**src/hdl/sadc_pkg.sv**
```systemverilog
// Constants shared by the converter control block.
// Assumes a 25 MHz system clock and a classic Wishbone register bus.
package sadc_pkg;
  // Register indices; byte address is four times the index
  localparam logic [9:0] SADC_IDX_CTRL    = 10'h070;
  localparam logic [9:0] SADC_IDX_RES_HI  = 10'h071;
  localparam logic [9:0] SADC_IDX_RES_LO  = 10'h072;
  localparam int         SADC_ADR_W       = 12;
  localparam int         SADC_DAT_W       = 32;

  // Control/status field positions
  localparam int         SADC_BIT_DONE    = 7;
  localparam int         SADC_BIT_SPEED   = 6;
  localparam int         SADC_BIT_ON      = 5;
  localparam int         SADC_CH_MSB      = 3;
  localparam int         SADC_CH_LSB      = 0;
  localparam logic [7:0] SADC_CTRL_RESET  = 8'h00;

  // Result layout
  localparam int         SADC_RES_W       = 10;
  localparam int         SADC_CH_W        = 4;
  localparam logic [9:0] SADC_RES_FULL    = 10'h3ff;
  localparam logic [9:0] SADC_RES_ZERO    = 10'h000;

  // Converter clock divide: speed bit clear -> /4, set -> /2
  localparam logic [1:0] SADC_DIV_SLOW    = 2'h3;
  localparam logic [1:0] SADC_DIV_FAST    = 2'h1;

  // Sampling phase length in converter ticks
  localparam int         SADC_SAMPLE_TICKS = 3;

  typedef enum logic [1:0] {
    SADC_IDLE,
    SADC_SAMPLE,
    SADC_CONVERT
  } sadc_state_t;
endpackage : sadc_pkg

```
**src/hdl/sadc_clkdiv.sv**
```systemverilog
// Converter clock enable: one-cycle tick at clk/4 or clk/2.
// Assumes a single system clock; the tick is an enable, not a clock.
module sadc_clkdiv
  import sadc_pkg::*;
(
  // Clock and reset
  input  wire logic clk_i,
  input  wire logic rst_i,
  // Control
  input  wire logic fast_i,
  // Tick
  output logic      tick_o
);
  logic [1:0] cnt_ff;
  logic [1:0] lim;

  assign lim = fast_i ? SADC_DIV_FAST : SADC_DIV_SLOW;

  always_ff @(posedge clk_i) begin
    if (rst_i || cnt_ff >= lim) begin
      cnt_ff <= 2'h0;
    end else begin
      cnt_ff <= cnt_ff + 2'h1;
    end
  end

  always_ff @(posedge clk_i) begin
    if (rst_i) begin
      tick_o <= 1'b0;
    end else begin
      tick_o <= (cnt_ff >= lim);
    end
  end
endmodule // sadc_clkdiv

```
**src/hdl/sadc_sar.sv**
```systemverilog
// Successive-approximation sequencer: sampling, then ten trial steps.
// Assumes comp_i is high when the held input is at or above the trial code.
module sadc_sar
  import sadc_pkg::*;
(
  // Clock and reset
  input  wire logic                  clk_i,
  input  wire logic                  rst_i,
  // Control
  input  wire logic                  tick_i,
  input  wire logic                  run_i,
  input  wire logic                  restart_i,
  // Analog side
  input  wire logic                  comp_i,
  output logic                       sample_o,
  output logic [SADC_RES_W-1:0]      trial_o,
  // Result
  output logic                       done_o,
  output logic [SADC_RES_W-1:0]      result_o
);
  sadc_state_t state_ff;
  logic [3:0]  step_ff;
  logic [3:0]  last_step;

  assign last_step = 4'(SADC_SAMPLE_TICKS - 1);

  always_ff @(posedge clk_i) begin
    done_o <= 1'b0;
    if (rst_i || !run_i) begin
      state_ff <= SADC_IDLE;
      step_ff  <= 4'h0;
      sample_o <= 1'b0;
      trial_o  <= SADC_RES_ZERO;
      result_o <= SADC_RES_ZERO;
    end else if (restart_i) begin
      // Abort: drop partial result and resample at once
      state_ff <= SADC_SAMPLE;
      step_ff  <= 4'h0;
      sample_o <= 1'b1;
      trial_o  <= SADC_RES_ZERO;
    end else begin
      unique case (state_ff)
        SADC_IDLE: begin
          state_ff <= SADC_SAMPLE;
          step_ff  <= 4'h0;
          sample_o <= 1'b1;
        end
        SADC_SAMPLE: begin
          if (tick_i) begin
            if (step_ff == last_step) begin
              state_ff <= SADC_CONVERT;
              step_ff  <= 4'(SADC_RES_W - 1);
              sample_o <= 1'b0;
              trial_o  <= {1'b1, {(SADC_RES_W-1){1'b0}}};
            end else begin
              step_ff <= step_ff + 4'h1;
            end
          end
        end
        SADC_CONVERT: begin
          if (tick_i) begin
            // Keep or drop the bit under test, then try the next lower one
            if (!comp_i) begin
              trial_o[step_ff] <= 1'b0;
            end
            if (step_ff == 4'h0) begin
              result_o <= comp_i ? trial_o : (trial_o & ~SADC_RES_W'(1));
              done_o   <= 1'b1;
              state_ff <= SADC_SAMPLE;
              sample_o <= 1'b1;
            end else begin
              trial_o[step_ff - 4'h1] <= 1'b1;
              step_ff <= step_ff - 4'h1;
            end
          end
        end
      endcase
    end
  end
endmodule // sadc_sar

```
**src/hdl/sadc_top.sv**
```systemverilog
// Converter control: Wishbone registers, channel select, SAR sequencing.
// Assumes an external sample-hold, 16-way mux, trial DAC and comparator.
module sadc_top
  import sadc_pkg::*;
(
  // Clock and reset
  input  wire logic                       clk_i,
  input  wire logic                       rst_i,
  // Wishbone slave
  input  wire logic                       cyc_i,
  input  wire logic                       stb_i,
  input  wire logic                       we_i,
  input  wire logic [SADC_ADR_W-1:0]      adr_i,
  input  wire logic [3:0]                 sel_i,
  input  wire logic [SADC_DAT_W-1:0]      dat_i,
  output logic      [SADC_DAT_W-1:0]      dat_o,
  output logic                            ack_o,
  // Power mode
  input  wire logic                       halt_i,
  // Analog front end
  input  wire logic                       comp_i,
  output logic      [SADC_CH_W-1:0]       mux_sel_o,
  output logic                            sample_o,
  output logic      [SADC_RES_W-1:0]      trial_o,
  output logic                            conv_power_o
);
  import sadc_pkg::*;

  logic                    speed_ff;
  logic                    conv_on_ff;
  logic                    done_ff;
  logic [SADC_CH_W-1:0]    channel_ff;
  logic [SADC_RES_W-1:0]   result_ff;
  logic                    restart_ff;

  logic                    accept;
  logic                    wr_ctrl;
  logic                    rd_hi;
  logic                    chan_change;
  logic [9:0]              idx;
  logic [7:0]              nxt_rdata;
  logic                    tick;
  logic                    run;
  logic                    sar_done;
  logic [SADC_RES_W-1:0]   sar_result;

  // Bus decode
  function automatic logic hit(input logic [9:0] a, input logic [9:0] r);
    return a == r;
  endfunction

  assign idx     = adr_i[SADC_ADR_W-1:2];
  assign accept  = cyc_i && stb_i && !ack_o;
  assign wr_ctrl = accept && we_i && sel_i[0] && hit(idx, SADC_IDX_CTRL);
  assign rd_hi   = accept && !we_i && hit(idx, SADC_IDX_RES_HI);
  assign chan_change = wr_ctrl && (dat_i[SADC_CH_MSB:SADC_CH_LSB] != channel_ff);
  // on bit gates the sequencer; there is no wait input at all
  // no interrupt output; software polls the done flag
  assign run = conv_power_o;

  // Ack one cycle after the request; unmapped reads give zero
  always_ff @(posedge clk_i) begin
    if (rst_i) begin
      ack_o <= 1'b0;
    end else begin
      ack_o <= accept;
    end
  end

  always_comb begin
    nxt_rdata = 8'h00;
    if (hit(idx, SADC_IDX_CTRL)) begin
      nxt_rdata = {done_ff, speed_ff, conv_on_ff, 1'b0, channel_ff};
    end else if (hit(idx, SADC_IDX_RES_HI)) begin
      nxt_rdata = result_ff[9:2];
    end else if (hit(idx, SADC_IDX_RES_LO)) begin
      nxt_rdata = {6'h00, result_ff[1:0]};
    end
  end

  always_ff @(posedge clk_i) begin
    if (rst_i) begin
      dat_o <= '0;
    end else if (accept && !we_i) begin
      dat_o <= {24'h000000, nxt_rdata};
    end
  end

  // Control fields; reserved bit 4 is not stored
  always_ff @(posedge clk_i) begin
    if (rst_i) begin
      speed_ff   <= SADC_CTRL_RESET[SADC_BIT_SPEED];
      conv_on_ff <= SADC_CTRL_RESET[SADC_BIT_ON];
      channel_ff <= SADC_CTRL_RESET[SADC_CH_MSB:SADC_CH_LSB];
    end else if (wr_ctrl) begin
      speed_ff   <= dat_i[SADC_BIT_SPEED];
      conv_on_ff <= dat_i[SADC_BIT_ON];
      channel_ff <= dat_i[SADC_CH_MSB:SADC_CH_LSB];
    end
  end

  always_ff @(posedge clk_i) begin
    if (rst_i) begin
      mux_sel_o <= '0;
    end else begin
      mux_sel_o <= channel_ff;
    end
  end

  always_ff @(posedge clk_i) begin
    if (rst_i) begin
      conv_power_o <= 1'b0;
    end else begin
      conv_power_o <= conv_on_ff && !halt_i;
    end
  end

  // Restart lands with the new mux select
  always_ff @(posedge clk_i) begin
    if (rst_i) begin
      restart_ff <= 1'b0;
    end else begin
      restart_ff <= chan_change;
    end
  end

  // set wins over a same-cycle clear
  always_ff @(posedge clk_i) begin
    if (rst_i) begin
      done_ff <= 1'b0;
    end else if (sar_done && !restart_ff) begin
      done_ff <= 1'b1;
    // clear on high read or control register write
    end else if (rd_hi || wr_ctrl) begin
      done_ff <= 1'b0;
    end
  end

  // overwrite on each completion not met by a restart, no latching
  always_ff @(posedge clk_i) begin
    if (rst_i) begin
      result_ff <= SADC_RES_ZERO;
    end else if (sar_done && !restart_ff) begin
      result_ff <= sar_result;
    end
  end

  sadc_clkdiv u_div (
    .clk_i  (clk_i),
    .rst_i  (rst_i),
    .fast_i (speed_ff),
    .tick_o (tick)
  );

  // comparator saturates naturally at 3ffh and 000h
  sadc_sar u_sar (
    .clk_i     (clk_i),
    .rst_i     (rst_i),
    .tick_i    (tick),
    .run_i     (run),
    .restart_i (restart_ff),
    .comp_i    (comp_i),
    .sample_o  (sample_o),
    .trial_o   (trial_o),
    .done_o    (sar_done),
    .result_o  (sar_result)
  );
endmodule // sadc_top

```
**config.mk**
```make
export PLATFORM = sky130hd
export DESIGN_NAME = sadc_top
export DESIGN_NICKNAME = d
export VERILOG_FILES = /design/src/hdl/sadc_pkg.sv /design/src/hdl/sadc_clkdiv.sv /design/src/hdl/sadc_sar.sv /design/src/hdl/sadc_top.sv
export SDC_FILE = /design/constraint.sdc
export NUM_CORES = 1
export LEC_CHECK = 0
export ABC_AREA = 1
export ABC_CLOCK_PERIOD_IN_PS = 2000
export BUFFER_PORTS_ARGS = -buffer_cell sky130_fd_sc_hd__buf_2
export CAP_MARGIN = 20
export CORE_MARGIN = 1.5
export CORE_UTILIZATION = 50
export CTS_CLUSTER_SIZE = 28
export DETAILED_ROUTE_END_ITERATION = 12
export MAX_ROUTING_LAYER = met4
export PLACE_DENSITY = 0.78
export SYNTH_ARGS = -nofsm -noshare
export SYNTH_HDL_FRONTEND = slang
export SYNTH_SLANG_ARGS = --single-unit
```
**constraint.sdc**
```tcl
create_clock -name clk_i -period 2 [get_ports clk_i]
set_input_delay 0.4 -clock clk_i [delete_from_list [all_inputs] [get_ports clk_i]]
set_output_delay 0.4 -clock clk_i [all_outputs]
set_load 0.05 [all_outputs]
```
# Yosys cells after proc, flatten, opt, wreduce, memory -nomap -nowiden

Index checks and enable logic that the tools add are counted.

Flip-flop bits (word level): 63
Input port bits: 55
Output and inout bits: 49
Logic and storage cells: 119

$add $sub $neg: 3
Magnitude comparators: 5
Equality and inequality tests: 16
Mux-type cells: 39
Bitwise logic cells: 6
Reductions and logical operators: 31

Operators with widths:

| cell                                                                                 | count |
|---|---|
| 10-bit two-way mux                                                                   | 9 |
| 10-bit by 7-bit equality test with 1-bit output (second input constant)              | 3 |
| 10-bit one-hot mux with 2 select lines                                               | 1 |
| 4-bit two-way mux                                                                    | 4 |
| 8-bit two-way mux                                                                    | 2 |
| 4-bit AND reduction                                                                  | 4 |
| 1-bit logical AND                                                                    | 12 |
| 1-bit two-way mux                                                                    | 12 |
| 2-bit two-way mux                                                                    | 6 |
| 4-bit one-hot mux with 3 select lines                                                | 1 |
| 10-bit bitwise AND                                                                   | 1 |
| 4-bit by 5-bit < comparator with 1-bit output (second input constant)                | 2 |
| 10-bit inverter                                                                      | 1 |
| 10-bit bitwise OR                                                                    | 1 |
| 1-bit demux with 4-bit select                                                        | 2 |
| 4-bit by 1-bit greater-or-equal comparator with 1-bit output (second input constant) | 2 |
| 2-bit inequality test (second input constant)                                        | 3 |
| 3-bit by 2-bit inequality test with 1-bit output (second input constant)             | 2 |
| 3-bit inequality test (second input constant)                                        | 2 |
| 2-bit one-hot mux with 3 select lines                                                | 1 |
| 1-bit logical NOT                                                                    | 5 |
| 4-bit by 1-bit adder with 4-bit output (second input constant)                       | 1 |
| 4-bit by 2-bit equality test with 1-bit output (second input constant)               | 1 |
| 4-bit logical NOT                                                                    | 1 |
| 15 further kinds                                                                     | 21 |

# Longest topological paths before layout

Gate-level depths: netlist of run 1.

Depth after elaboration: 15
Depth in mapped cells: 9
Depth with buffers taken out: 9

# Modules after synthesis

A second synthesis of run 1 with hierarchy kept.

Cell total of the unflattened synthesis: 448
Area, all modules: 3250.6 µm²

By module, submodules not included:

| module      | times used | cells each | area each (µm²) | seq. area each (µm²) |
|---|---|---|---|---|
| sadc_top    | 1          | 216        | 1571.5          | 640.6 |
| sadc_sar    | 1          | 216        | 1559.0          | 540.5 |
| sadc_clkdiv | 1          | 16         | 120.1           | 60.1 |

# Worst setup path after synthesis of run 1

OpenSTA, ideal clock, no wires.

Path kind: flip-flop to flip-flop
From: register u_sar.state_ff[0]
To: register u_sar.step_ff[1]
Setup time: 70 ps
Arrival: 1732 ps
Data required time: 1930 ps
Setup slack: 198 ps
Stages on the path, launching flop included: 9
Path buffers: 0
Clock period less this slack: 1802 ps
Cells stage by stage: dfxtp_1 inv_1 ha_1 nor2_2 or2_1 nand2_2 nor2_2 nand2_1 a21oi_1

Word-level cells in the longest chain between the ends: 3
Elaborated cells on any way between the ends: 8
Classes of those cells: 5 x eq/ne; 1 x mux; 2 x reduce/logical

RTL lines:

| item                                                                                         | RTL line       | RTL |
|---|---|---|
| start: declaration                                                                           | sadc_sar.sv:21 | `sadc_state_t state_ff;` |
| start signal: assignment                                                                     | sadc_sar.sv:30 | `state_ff <= SADC_IDLE;` |
| start signal: assignment                                                                     | sadc_sar.sv:37 | `state_ff <= SADC_SAMPLE;` |
| start signal: assignment                                                                     | sadc_sar.sv:44 | `state_ff <= SADC_SAMPLE;` |
| 2-bit equality test / 2-bit by 1-bit equality test with 1-bit output (equally long branches) | sadc_sar.sv:42 | `unique case (state_ff)` |
| 2-bit inequality test (no line)                                                              | -              |  |
| 3-bit AND reduction (no line)                                                                | -              |  |
| end signal: assignment                                                                       | sadc_sar.sv:52 | `step_ff <= 4'(SADC_RES_W - 1);` |
| end signal: assignment                                                                       | sadc_sar.sv:56 | `step_ff <= step_ff + 4'h1;` |
| end signal: assignment                                                                       | sadc_sar.sv:73 | `step_ff <= step_ff - 4'h1;` |
| end: declaration                                                                             | sadc_sar.sv:22 | `logic [3:0] step_ff;` |

Several ways; a longest one is shown, not always the timed one.
A chain may end at the register's enable or synchronous reset.

# Worst setup path after layout of run 1

From: register u_sar.step_ff[1]
To: register u_sar.trial_o[1]

Word-level cells in the longest chain between the ends: 15
Elaborated cells on any way between the ends: 26
Classes of those cells: 1 x add/sub; 4 x order compare; 2 x eq/ne; 12 x mux; 3 x bitwise; 4 x reduce/logical

RTL lines:

| item                                                                                                                                                       | RTL line       | RTL |
|---|---|---|
| 4-bit by 5-bit < comparator with 1-bit output (not written as such) / 4-bit by 1-bit greater-or-equal comparator with 1-bit output (equally long branches) | sadc_sar.sv:64 | `trial_o[step_ff] <= 1'b0;` |
| 1-bit logical AND (not written as such)                                                                                                                    | sadc_sar.sv:64 |  |
| 1-bit two-way mux (not written as such)                                                                                                                    | sadc_sar.sv:64 |  |
| 1-bit demux with 4-bit select                                                                                                                              | -              |  |
| 10-bit inverter (no line)                                                                                                                                  | -              |  |
| 10-bit bitwise AND (no line)                                                                                                                               | -              |  |
| 10-bit two-way mux                                                                                                                                         | sadc_sar.sv:63 | `if (!comp_i) begin` |
| 10-bit two-way mux                                                                                                                                         | sadc_sar.sv:61 | `if (tick_i) begin` |
| 10-bit two-way mux                                                                                                                                         | sadc_sar.sv:42 |  |
| 10-bit two-way mux                                                                                                                                         | sadc_sar.sv:35 | `end else if (restart_i) begin` |
| 10-bit two-way mux                                                                                                                                         | sadc_sar.sv:29 | `if (rst_i \|\| !run_i) begin` |
| 10-bit bitwise OR (no line)                                                                                                                                | -              |  |
| 10-bit two-way mux                                                                                                                                         | sadc_sar.sv:66 | `if (step_ff == 4'h0) begin` |
| 10-bit two-way mux                                                                                                                                         | sadc_sar.sv:61 |  |
| 10-bit one-hot mux with 2 select lines                                                                                                                     | sadc_sar.sv:42 |  |
| end signal: assignment                                                                                                                                     | sadc_sar.sv:54 | `trial_o <= {1'b1, {(SADC_RES_W-1){1'b0}}};` |
| end: declaration                                                                                                                                           | sadc_sar.sv:16 | `output logic [SADC_RES_W-1:0] trial_o,` |

Several ways; a longest one is shown, not always the timed one. The select of a mux whose other input is x is not followed.

==> run_results.csv, run 1 <==
group,metric,value,unit
finish,nNetsFinal,544,
sta,fmax,0.557,GHz
drt,ant_nets,0,
floorplanning,die_y,81.8,µm
power_and_ir_drop,irDropWorstVdd,0.427,mV
cts,cts.sinks,62,
worst_setup_path,critPathTopFamily,"flip-flops",
sta,slew_headroom,63.1,%
global_route,grt_max_degree,20,
sta,clock_skew,0.00850,ns
hold_path,hp-class,"in2reg",
finish,n_fill_cell,550,
synthesis,synth_flop_cell,"dfxtp_1",
synthesis,ys_seq_elements,62,
worst_setup_path,cp_data_required_time,2.27,ns
floorplanning,fp-row-count,28,
sta,hold_viol,0,
floorplanning,dieWidth,81.8,µm
synthesis,syn-instance-count,425,
synthesis,synth_area_leader_cell,"dfxtp_1",
synthesis,synth-edff-count,0,
global_route,grt-ovfl-total,0,
drt,drc,0,
cts,hold_buffers,0,
synthesis,ys_top_cells_by_area,"dfxtp_1 (40%), nand2_1 (9.1%), nor2_1 (8.5%)",
synthesis,yosysMostFrequentCell,"nand2_1",
synthesis,synth-async-reset-ratio,0,%
cts,cts.repair.resized,0,
sta,tightest_slew,0.552,ns
power_and_ir_drop,leakage,1.50,nW
finish,finalNonFillerCells,560,
worst_setup_path,crit_type,"reg2reg",
cts,worst_skew_pair.late_latency,0.34,ns
worst_setup_path,crit_arrival,2.07,ns
synthesis,synth.distinct_cells,31,
cts,cts_buffers,9,
worst_setup_path,cp_slowest_cell,"dfxtp_1",
sta,final_max_slew_viol_count,0,
synthesis,seq_area_frac_synth,40.0,%
synthesis,netlist_area,3100,µm²
floorplanning,core_area,5960,µm²
place,dpl.cell_count,544,
synthesis,synth_top_cell_area_share,40.0,%
status,status,"finished, final reports clean",
drt,dr.pass1.iters,5,
run,maxCapViolCount,0,
cts,htreeDepth,3,
place,globalplace.congestion,0.954,
cts,cts_tree,"built",
worst_setup_path,endpoint_kind,"register",
cts,clockRootBuffer,"clkbuf_8",
place,io_buffer_count,48,
sta,min_period,1.79,ns
worst_setup_path,startpoint_type,"register",
global_route,grt_usage,22.0,%
sta,rsz0062_at_grt,"no",
sta,timing.final.crit_share,89.7,%
power_and_ir_drop,powerDensity,723,nW/µm²
cts,clk_path_buf_depth,2,
global_route,grt_pass1_vias,2488,
drt,num_vias,2807,
worst_setup_path,crit_chain,"inv_1 > ha_1 > xnor2_2 > inv_1 > nor2_1 > nand2_1 > a21oi_1",
worst_setup_path,slowest_delay,0.46,ns
drt,totalWireLength,6.78,mm
synthesis,syn_avg_cell_area,7.30,µm²
floorplanning,start_util,52.1,%
floorplanning,die-area,6680,µm²
worst_setup_path,path_common_cell,"inv_1",
cts,cts.clk_slew.worst_paths,0.07,ns
global_route,grt_antenna_before_repair,0,
synthesis,yosysWarningCount,0,
finish,drive_above_1_share,19.2,%
floorplanning,io_pins,104,
cts,post_cts_buffers,0,
drt,viasPerCell,5.01,
finish,area_growth_syn_to_layout,14.5,%
worst_setup_path,path_buf_inv,2,
sta,setup_violations,0,
drt,first_iter_violations,171,
place,hpwl,4.94,mm
sta,final.setup.tns,0,ns
synthesis,ys_top_cells_by_count,"nand2_1 (75), nor2_1 (70), dfxtp_1 (62)",
drt,wire_per_inst,12.1,µm
worst_setup_path,critPathMaxFanout,7,
finish,diodes,0,
global_route,grt_pass1_wl,10.9,mm
## sequential cells by signal, indices dropped and copies added (netlist names), 2 cells and up
register	cells
u_sar.state_ff	2
dat_o	8
result_ff	10
u_sar.result_o	10
channel_ff	4
u_sar.step_ff	4
u_div.cnt_ff	2
mux_sel_o	4
u_sar.trial_o	10
## placed cells by master (no fill, tap or decap), types with 2 or more instances in the layout
master,netlist,layout
nand2_1,75,75
nor2_1,70,70
dfxtp_1,62,62
buf_2,7,48
o21ai_0,40,40
a21oi_1,36,36
inv_1,35,35
conb_1,1,24
nand3_1,16,16
clkbuf_8,0,10
ha_1,9,9
buf_4,25,9
nand4_1,8,8
nor2_2,6,6
nor3_1,5,5
nor2_4,4,4
xnor2_1,4,4
clkinvlp_4,0,3
o22ai_1,2,2
nand3b_1,2,2
nand3_2,2,2
nand2_4,2,2
nand2_2,2,2
xor2_1,2,2
## stage by stage
step | utilization (%) | cell area [µm²] | power [W] | setup slack (ns) | hold WS (ns)
floorplan | - | 3190 | 0.00147 | 0.198 | 0.425
global placement | 56.2 | 3340 | 0.00147 | 0.346 | 0.436
detailed placement | 56.2 | 3340 | 0.00147 | 0.312 | 0.448
CTS | 59.6 | 3550 | 0.00260 | 0.257 | 0.225
global route | 59.6 | 3550 | 0.00269 | 0.0202 | 0.232
finish | 59.6 | 3550 | 0.00257 | 0.205 | 0.232
## final cells by class
| type | count | area (µm²) | area share (%) |
|---|---|---|---|
| clock buffers | 10 | 138 | 3.87 |
| repair buffers | 57 | 308 | 8.67 |
| multi-input cells | 314 | 1570 | 44.1 |
| clock inverters | 6 | 70.1 | 1.97 |
| flip-flops and latches | 62 | 1240 | 34.9 |
| inverters | 36 | 135 | 3.80 |
| well taps | 75 | 93.8 | 2.64 |
## power by group
part | internal (W) | switching (W) | total (W)
logic | 0.0000403 | 0.000157 | 0.000197
clock network | 0.000615 | 0.000507 | 0.00112
registers | 0.00124 | 0.00000707 | 0.00125
total | 0.00190 | 0.000671 | 0.00257
## worst register-to-register path, cell delays in order (launching register included)
cell	delay, ns
dfxtp_1	0.46
inv_1	0.15
ha_1	0.26
xnor2_2	0.25
inv_1	0.10
nor2_1	0.27
nand2_1	0.10
a21oi_1	0.14
## cell families after synthesis
family,after synthesis,synth area share [%]
adder cells (fa/ha/maj),9,3.63
buffers and inverters,72,12.3
AO/OA/AOI/OAI,79,12.9
other,1,0.121
AND/OR/NAND/NOR,195,28.9
flip-flops,62,40.0
XOR/XNOR,7,2.22
## worst paths after layout
path                          from  slack, ns                to  cells past startpoint
setup / recovery  u_sar.step_ff[1]       0.21  u_sar.trial_o[1]                      7
hold / removal              halt_i       0.23      conv_power_o                      2
setup reg to reg  u_sar.step_ff[1]       0.21  u_sar.trial_o[1]                      7
hold reg to reg       result_ff[8]       0.46      result_ff[8]                      2
## layer usage
| layer | vias up | routed length, µm | global-route usage, % | share of wire (%) |
|---|---|---|---|---|
| met4 | 0 | 62 | 10.8 | 0.91 |
| met5 | - | 0 | - | 0 |
| met2 | 109 | 3140 | 34.3 | 46 |
| li1 | 1432 | - | - | - |
| met1 | 1259 | 3100 | 27.1 | 46 |
| met3 | 7 | 468 | 4.22 | 6.9 |
No activity file was read; power rests on OpenSTA's default activity.
==> run 2: changes to the inputs <==
--- a/config.mk
+++ b/config.mk
@@ -7,5 +7,5 @@
 export LEC_CHECK = 0
 export ABC_AREA = 1
-export ABC_CLOCK_PERIOD_IN_PS = 2000
+export ABC_CLOCK_PERIOD_IN_PS = 1700
 export BUFFER_PORTS_ARGS = -buffer_cell sky130_fd_sc_hd__buf_2
 export CAP_MARGIN = 20
==> constraint.sdc (replaced) <==
create_clock -name clk_i -period 1.7 [get_ports clk_i]
set_input_delay 0.34 -clock clk_i [delete_from_list [all_inputs] [get_ports clk_i]]
set_output_delay 0.34 -clock clk_i [all_outputs]
set_load 0.1 [all_outputs]
==> run_results.csv, run 2 (synthesized netlist as in run 1, its figures left out) <==
group,metric,value,unit
status,status,"finished, final reports clean",
finish,layout_commonest_cell,"nand2_1",
cts,htreeDepth,3,
sta,final_max_slew_viol_count,0,
drt,totalWireLength,6.76,mm
finish,top_regs,"result_ff (10), u_sar.result_o (10), u_sar.trial_o (10)",
cts,worst_skew_pair.late_latency,0.35,ns
global_route,grt_antenna_before_repair,0,
worst_setup_path,critPathTopFamily,"flip-flops",
floorplanning,dieWidth,81.8,µm
worst_setup_path,path_common_cell,"inv_1",
power_and_ir_drop,leakage,1.54,nW
global_route,grt-ovfl-total,0,
cts,cts_tree,"built",
worst_setup_path,crit_arrival,1.88,ns
power_and_ir_drop,irDropWorstVdd,0.477,mV
finish,drive_above_1_share,20.9,%
place,io_buffer_count,48,
cts,cts.clk_slew.worst_paths,0.07,ns
floorplanning,fp-row-count,28,
finish,final_cell_mix,"nand2_1 (75), nor2_1 (69), dfxtp_1 (58)",
drt,viasPerCell,5.02,
worst_setup_path,cp_slowest_cell,"dfxtp_2",
power_and_ir_drop,p_clk_share,44.0,%
worst_setup_path,crit_chain,"inv_1 > ha_1 > xnor2_2 > inv_1 > nor2_1 > nand2_1 > a21oi_1",
sta,rsz0062_at_grt,"no",
floorplanning,die-area,6680,µm²
finish,diodes,0,
global_route,grt_max_degree,20,
power_and_ir_drop,powerDensity,903,nW/µm²
worst_setup_path,critPathMaxFanout,7,
drt,first_iter_violations,199,
worst_setup_path,slowest_delay,0.41,ns
sta,min_period,1.60,ns
worst_setup_path,startpoint_type,"register",
power_and_ir_drop,p_int,0.00234,W
global_route,grt_pass1_wl,11.2,mm
run,maxCapViolCount,0,
power_and_ir_drop,seq_power_share,45.0,%
finish,nNetsFinal,548,
global_route,grt_pass1_vias,2564,
floorplanning,io_pins,104,
drt,wire_per_inst,12.0,µm
cts,cts_buffers,9,
power_and_ir_drop,switching_share,28.5,%
floorplanning,die_y,81.8,µm
sta,timing.final.crit_share,94.4,%
sta,tightest_slew,0.561,ns
cts,cts.sinks,62,
worst_setup_path,crit_type,"reg2reg",
worst_setup_path,path_buf_inv,2,
power_and_ir_drop,p_sw,0.000930,W
place,dpl.cell_count,545,
sta,setup_slack,0.0952,ns
worst_setup_path,cp_data_required_time,1.97,ns
finish,finalNonFillerCells,564,
drt,ant_nets,0,
floorplanning,start_util,52.1,%
floorplanning,core_area,5960,µm²
sta,clock_skew,0.00912,ns
place,globalplace.congestion,0.957,
global_route,grt_usage,22.5,%
place,hpwl,4.90,mm
sta,final.setup.tns,0,ns
power_and_ir_drop,combPwrFrac,11.0,%
drt,drc,0,
sta,slew_headroom,62.5,%
cts,clockRootBuffer,"clkbuf_8",
cts,clk_path_buf_depth,2,
sta,fmax,0.623,GHz
drt,num_vias,2831,
finish,area_growth_syn_to_layout,16.6,%
hold_path,hp-class,"in2reg",
drt,dr.pass1.iters,4,
finish,n_fill_cell,553,
sta,setup_violations,0,
place,dp_slack,0.0141,ns
sta,hold_viol,0,
worst_setup_path,endpoint_kind,"register",
-- run 2: stage by stage --
stage | util [%] | power [W] | hold slack (ns) | cell area (µm²)
after floorplan | - | 0.00186 | 0.409 | 3190
after global placement | 56.4 | 0.00186 | 0.436 | 3360
after detailed placement | 56.4 | 0.00186 | 0.444 | 3360
after CTS | 60.1 | 0.00329 | 0.144 | 3580
after global routing | 60.7 | 0.00336 | 0.156 | 3620
final | 60.7 | 0.00327 | 0.153 | 3620
-- run 2: worst reg2reg max path, cell delays in order (launching register included) --
cell,delay (ns)
dfxtp_2,0.41
inv_1,0.11
ha_1,0.24
xnor2_2,0.22
inv_1,0.10
nor2_1,0.20
nand2_1,0.10
a21oi_1,0.14
-- run 2: layout make-up --
class	instances	area, µm²	area share (%)
multi-input cells	314	1580	43.7
flip-flops and latches	62	1250	34.5
repair buffers	61	338	9.34
inverters	36	135	3.74
clock buffers	9	124	3.42
clock inverters	7	98.8	2.73
well taps	75	93.8	2.59
-- run 2: repair_timing --
action,4_1_cts,5_1_grt
endpoints found under the setup margin,0,23
setup buffers,0,3
hold buffers,0,0
resized for setup,0,7
-- run 2: final timing paths --
path         slack [ns]              from  depth (start not counted)                to
max reg2reg         0.1  u_sar.step_ff[1]                          7  u_sar.trial_o[0]
max                 0.1  u_sar.step_ff[1]                          7  u_sar.trial_o[0]
min                0.15            halt_i                          2      conv_power_o
min reg2reg        0.45      result_ff[8]                          2      result_ff[8]
-- run 2: metal layers --
layer	vias to the layer above	GRT usage, %	wire, µm
met3	8	4.67	437
met2	105	34.9	3160
met5	-	-	0
li1	1441	-	-
met4	0	9.83	120
met1	1277	28.3	3040
-- run 2: power by group through the flow --
| stage | sequential, W | combinational (W) | clock, W |
|---|---|---|---|
| after global routing | 0.00147 | 0.000380 | 0.00151 |
| final | 0.00147 | 0.000361 | 0.00144 |
| after CTS | 0.00147 | 0.000359 | 0.00146 |
| after global placement | 0.00150 | 0.000356 | 0 |
| after floorplan | 0.00152 | 0.000332 | 0 |
| after detailed placement | 0.00150 | 0.000358 | 0 |
==> run 3: changes to the inputs <==
ABC_AREA = 0   (was 1)
CORE_UTILIZATION = 51   (was 50)
PLACE_DENSITY = 0.8   (was 0.78)
==> run_results.csv, run 3 <==
group,metric,value,unit
floorplanning,die_y,81.5,µm
synthesis,synth_xor_area_share,1.39,%
synthesis,muxShareOfSynthArea,8.80,%
power_and_ir_drop,irDropWorstVdd,0.602,mV
finish,fin_util,67.4,%
sta,clock_skew,0.00840,ns
finish,diodes,0,
hold_path,hold_depth,2,
finish,top_regs,"result_ff (10), u_sar.result_o (10), u_sar.trial_o (10)",
synthesis,synth_compound_area_share,14.1,%
worst_setup_path,startpoint_type,"register",
hold_path,min_from,"halt_i",
finish,layout_commonest_cell,"dfxtp_1",
floorplanning,core_area,5920,µm²
cts,clockRootBuffer,"clkbuf_8",
status,violations,"negative setup slack",
finish,n_fill_cell,493,
drt,num_vias,2856,
synthesis,synth_top_cell_area_share,39.5,%
drt,drc,0,
power_and_ir_drop,powerDensity,794,nW/µm²
synthesis,synth.distinct_cells,50,
cts,htreeDepth,3,
place,hpwl,5.73,mm
status,status,"finished with violations",
drt,totalWireLength,7.92,mm
worst_setup_path,r2r-start,"u_sar.step_ff[0]",
drt,ant_nets,0,
finish,drive_above_1_share,32.7,%
sta,min_period,1.74,ns
sta,hold_viol,0,
floorplanning,io_pins,104,
synthesis,synth_area_leader_cell,"dfxtp_1",
worst_setup_path,cp_data_required_time,1.93,ns
synthesis,synth-edff-count,0,
drt,wl_met1,3.49,mm
floorplanning,dieWidth,81.5,µm
cts,cts.clk_slew.worst_paths,0.07,ns
finish,nNetsFinal,505,
drt,dr.pass1.iters,4,
cts,cts.sinks,62,
place,post_dp_cell_area,3670,µm²
worst_setup_path,crit_arrival,1.96,ns
global_route,grt_max_degree,37,
synthesis,yosysMostFrequentCell,"dfxtp_1",
global_route,grt_pass1_vias,2644,
worst_setup_path,endpoint_kind,"register",
synthesis,synth_adder_area_share,3.58,%
worst_setup_path,cp_slowest_cell,"or3b_4",
hold_path,worstHoldEndpoint,"conv_power_o",
hold_path,hp-class,"in2reg",
place,globalplace.congestion,0.971,
worst_setup_path,crit_type,"reg2reg",
floorplanning,fp-row-count,28,
synthesis,ys_seq_elements,62,
synthesis,yosys.area_share.simple,23.3,%
synthesis,syn_avg_cell_area,8.63,µm²
synthesis,ys_top_cells_by_area,"dfxtp_1 (40%), mux2i_1 (7.0%), buf_4 (5.7%)",
sta,fmax,0.576,GHz
worst_setup_path,r2r_cells,7,
floorplanning,die-area,6640,µm²
drt,viasPerCell,5.48,
cts,worst_skew_pair.late_latency,0.34,ns
sta,hold_slack,0.148,ns
drt,wl_met3,530,µm
sta,rsz0062_at_grt,"yes",
sta,timing.final.crit_share,102,%
worst_setup_path,critPathMaxFanout,11,
drt,first_iter_violations,177,
cts,cts_tree,"built",
global_route,grt_antenna_before_repair,0,
sta,final_max_slew_viol_count,0,
place,io_buffer_count,48,
synthesis,netlist_area,3140,µm²
drt,met2_length,3.79,mm
synthesis,seq_area_frac_synth,39.5,%
worst_setup_path,path_buf_inv,2,
worst_setup_path,slowest_delay,0.41,ns
synthesis,yosysWarningCount,0,
floorplanning,start_util,53.1,%
worst_setup_path,critPathTopFamily,"simple AND/OR/NAND/NOR gates",
worst_setup_path,reg2reg_slack,-0.04,ns
drt,highest_layer,"met4",
synthesis,synth_top_family_by_area,"simple AND/OR/NAND/NOR gates",
place,dp_slack,-0.178,ns
synthesis,synth_flop_cell,"dfxtp_1",
run,maxCapViolCount,0,
global_route,grt_usage,25.0,%
worst_setup_path,r2r-end,"u_sar.result_o[9]",
worst_setup_path,crit_chain,"inv_6 > ha_4 > or3b_4 > nor3_4 > buf_12 > mux2i_2 > nor2_1",
finish,final_cell_area,3990,µm²
cts,clk_path_buf_depth,2,
drt,wire_per_inst,15.2,µm
global_route,grt_pass1_wl,12.2,mm
finish,area_growth_syn_to_layout,26.9,%
finish,final_cell_mix,"dfxtp_1 (56), buf_2 (48), nand2_1 (42)",
sta,setup_violations,8,
cts,cts_buffers,9,
synthesis,syn-instance-count,364,
power_and_ir_drop,leakage,1.59,nW
sta,setup_slack,-0.0355,ns
global_route,grt-ovfl-total,0,
synthesis,ys_top_cells_by_count,"dfxtp_1 (62), nand2_1 (43), nor2_1 (37)",
synthesis,synth-async-reset-ratio,0,%
-- run 3: changes by cell type after synthesis, moves of 6 or more --
cell,previous run,this run
nand2b_1,0,8
nor2_2,6,0
mux2i_1,0,22
nand4_1,8,1
inv_1,35,9
nor2b_1,0,14
o22ai_1,2,9
nor2_1,70,37
o21ai_0,40,3
clkbuf_1,2,15
nand3_1,16,8
nand2_1,75,43
-- run 3: worst max path at each step --
stage                      from                end  slack (ns)  cells past startpoint
3_3_place_gp           adr_i[3]      channel_ff[1]       -0.14                      6
2_1_floorplan          adr_i[3]      channel_ff[2]       -0.08                      4
4_1_cts        u_sar.step_ff[0]   u_sar.step_ff[2]       -0.06                      6
6_report       u_sar.step_ff[0]  u_sar.result_o[9]       -0.04                      7
5_1_grt        u_sar.step_ff[0]  u_sar.result_o[9]       -0.10                      7
3_5_place_dp           adr_i[3]         conv_on_ff       -0.18                      6
-- run 3: where the power goes --
group / leakage [nW] / internal [W] / switching (W)
clock: 0.0992 / 0.000763 / 0.000607
combinational: 0.985 / 0.0000485 / 0.000291
sequential: 0.504 / 0.00145 / 0.00000475
-- run 3: timing repair --
item                                    CTS  global route
endpoints found under the setup margin   11            23
hold buffers                              0             0
gates resized for setup                   6            12
setup buffers                             3             2
pin swaps                                 7             5
-- run 3: per-stage QoR --
step | TNS, ns | power [W] | instances
floorplan | -0.628 | 0.00182 | 387
detailed placement | -1.61 | 0.00183 | 500
global placement | -1.02 | 0.00182 | 500
global route | -1.26 | 0.00324 | 521
finish | -0.126 | 0.00317 | 521
CTS | -0.190 | 0.00317 | 519
-- run 3: cell families after synthesis --
kind of cell	count (synthesis)
AOI/OAI and AO/OA	69
xor gates and xnor gates	5
adders and majority gates	9
buffers and inverters	52
DFF	62
muxes	27
other	1
and+or+nand+nor	139
-- run 3: area by class of cell --
class                      count  area (µm²)  share of cell area [%]
sequential                    62        1260                    31.6
timing repair buffer          86         558                    14.0
multi-input combinational    273        1830                    45.9
clock inverter                 4        53.8                    1.35
tap                           75        93.8                    2.35
inverter                       9        38.8                   0.973
clock buffer                  12         155                    3.89
-- run 3: layer usage --
metal | global-route usage [%] | vias up
li1 | - | 1384
met1 | 31.4 | 1325
met2 | 40.3 | 132
met3 | 3.78 | 15
met4 | 10.2 | 0
met5 | - | -
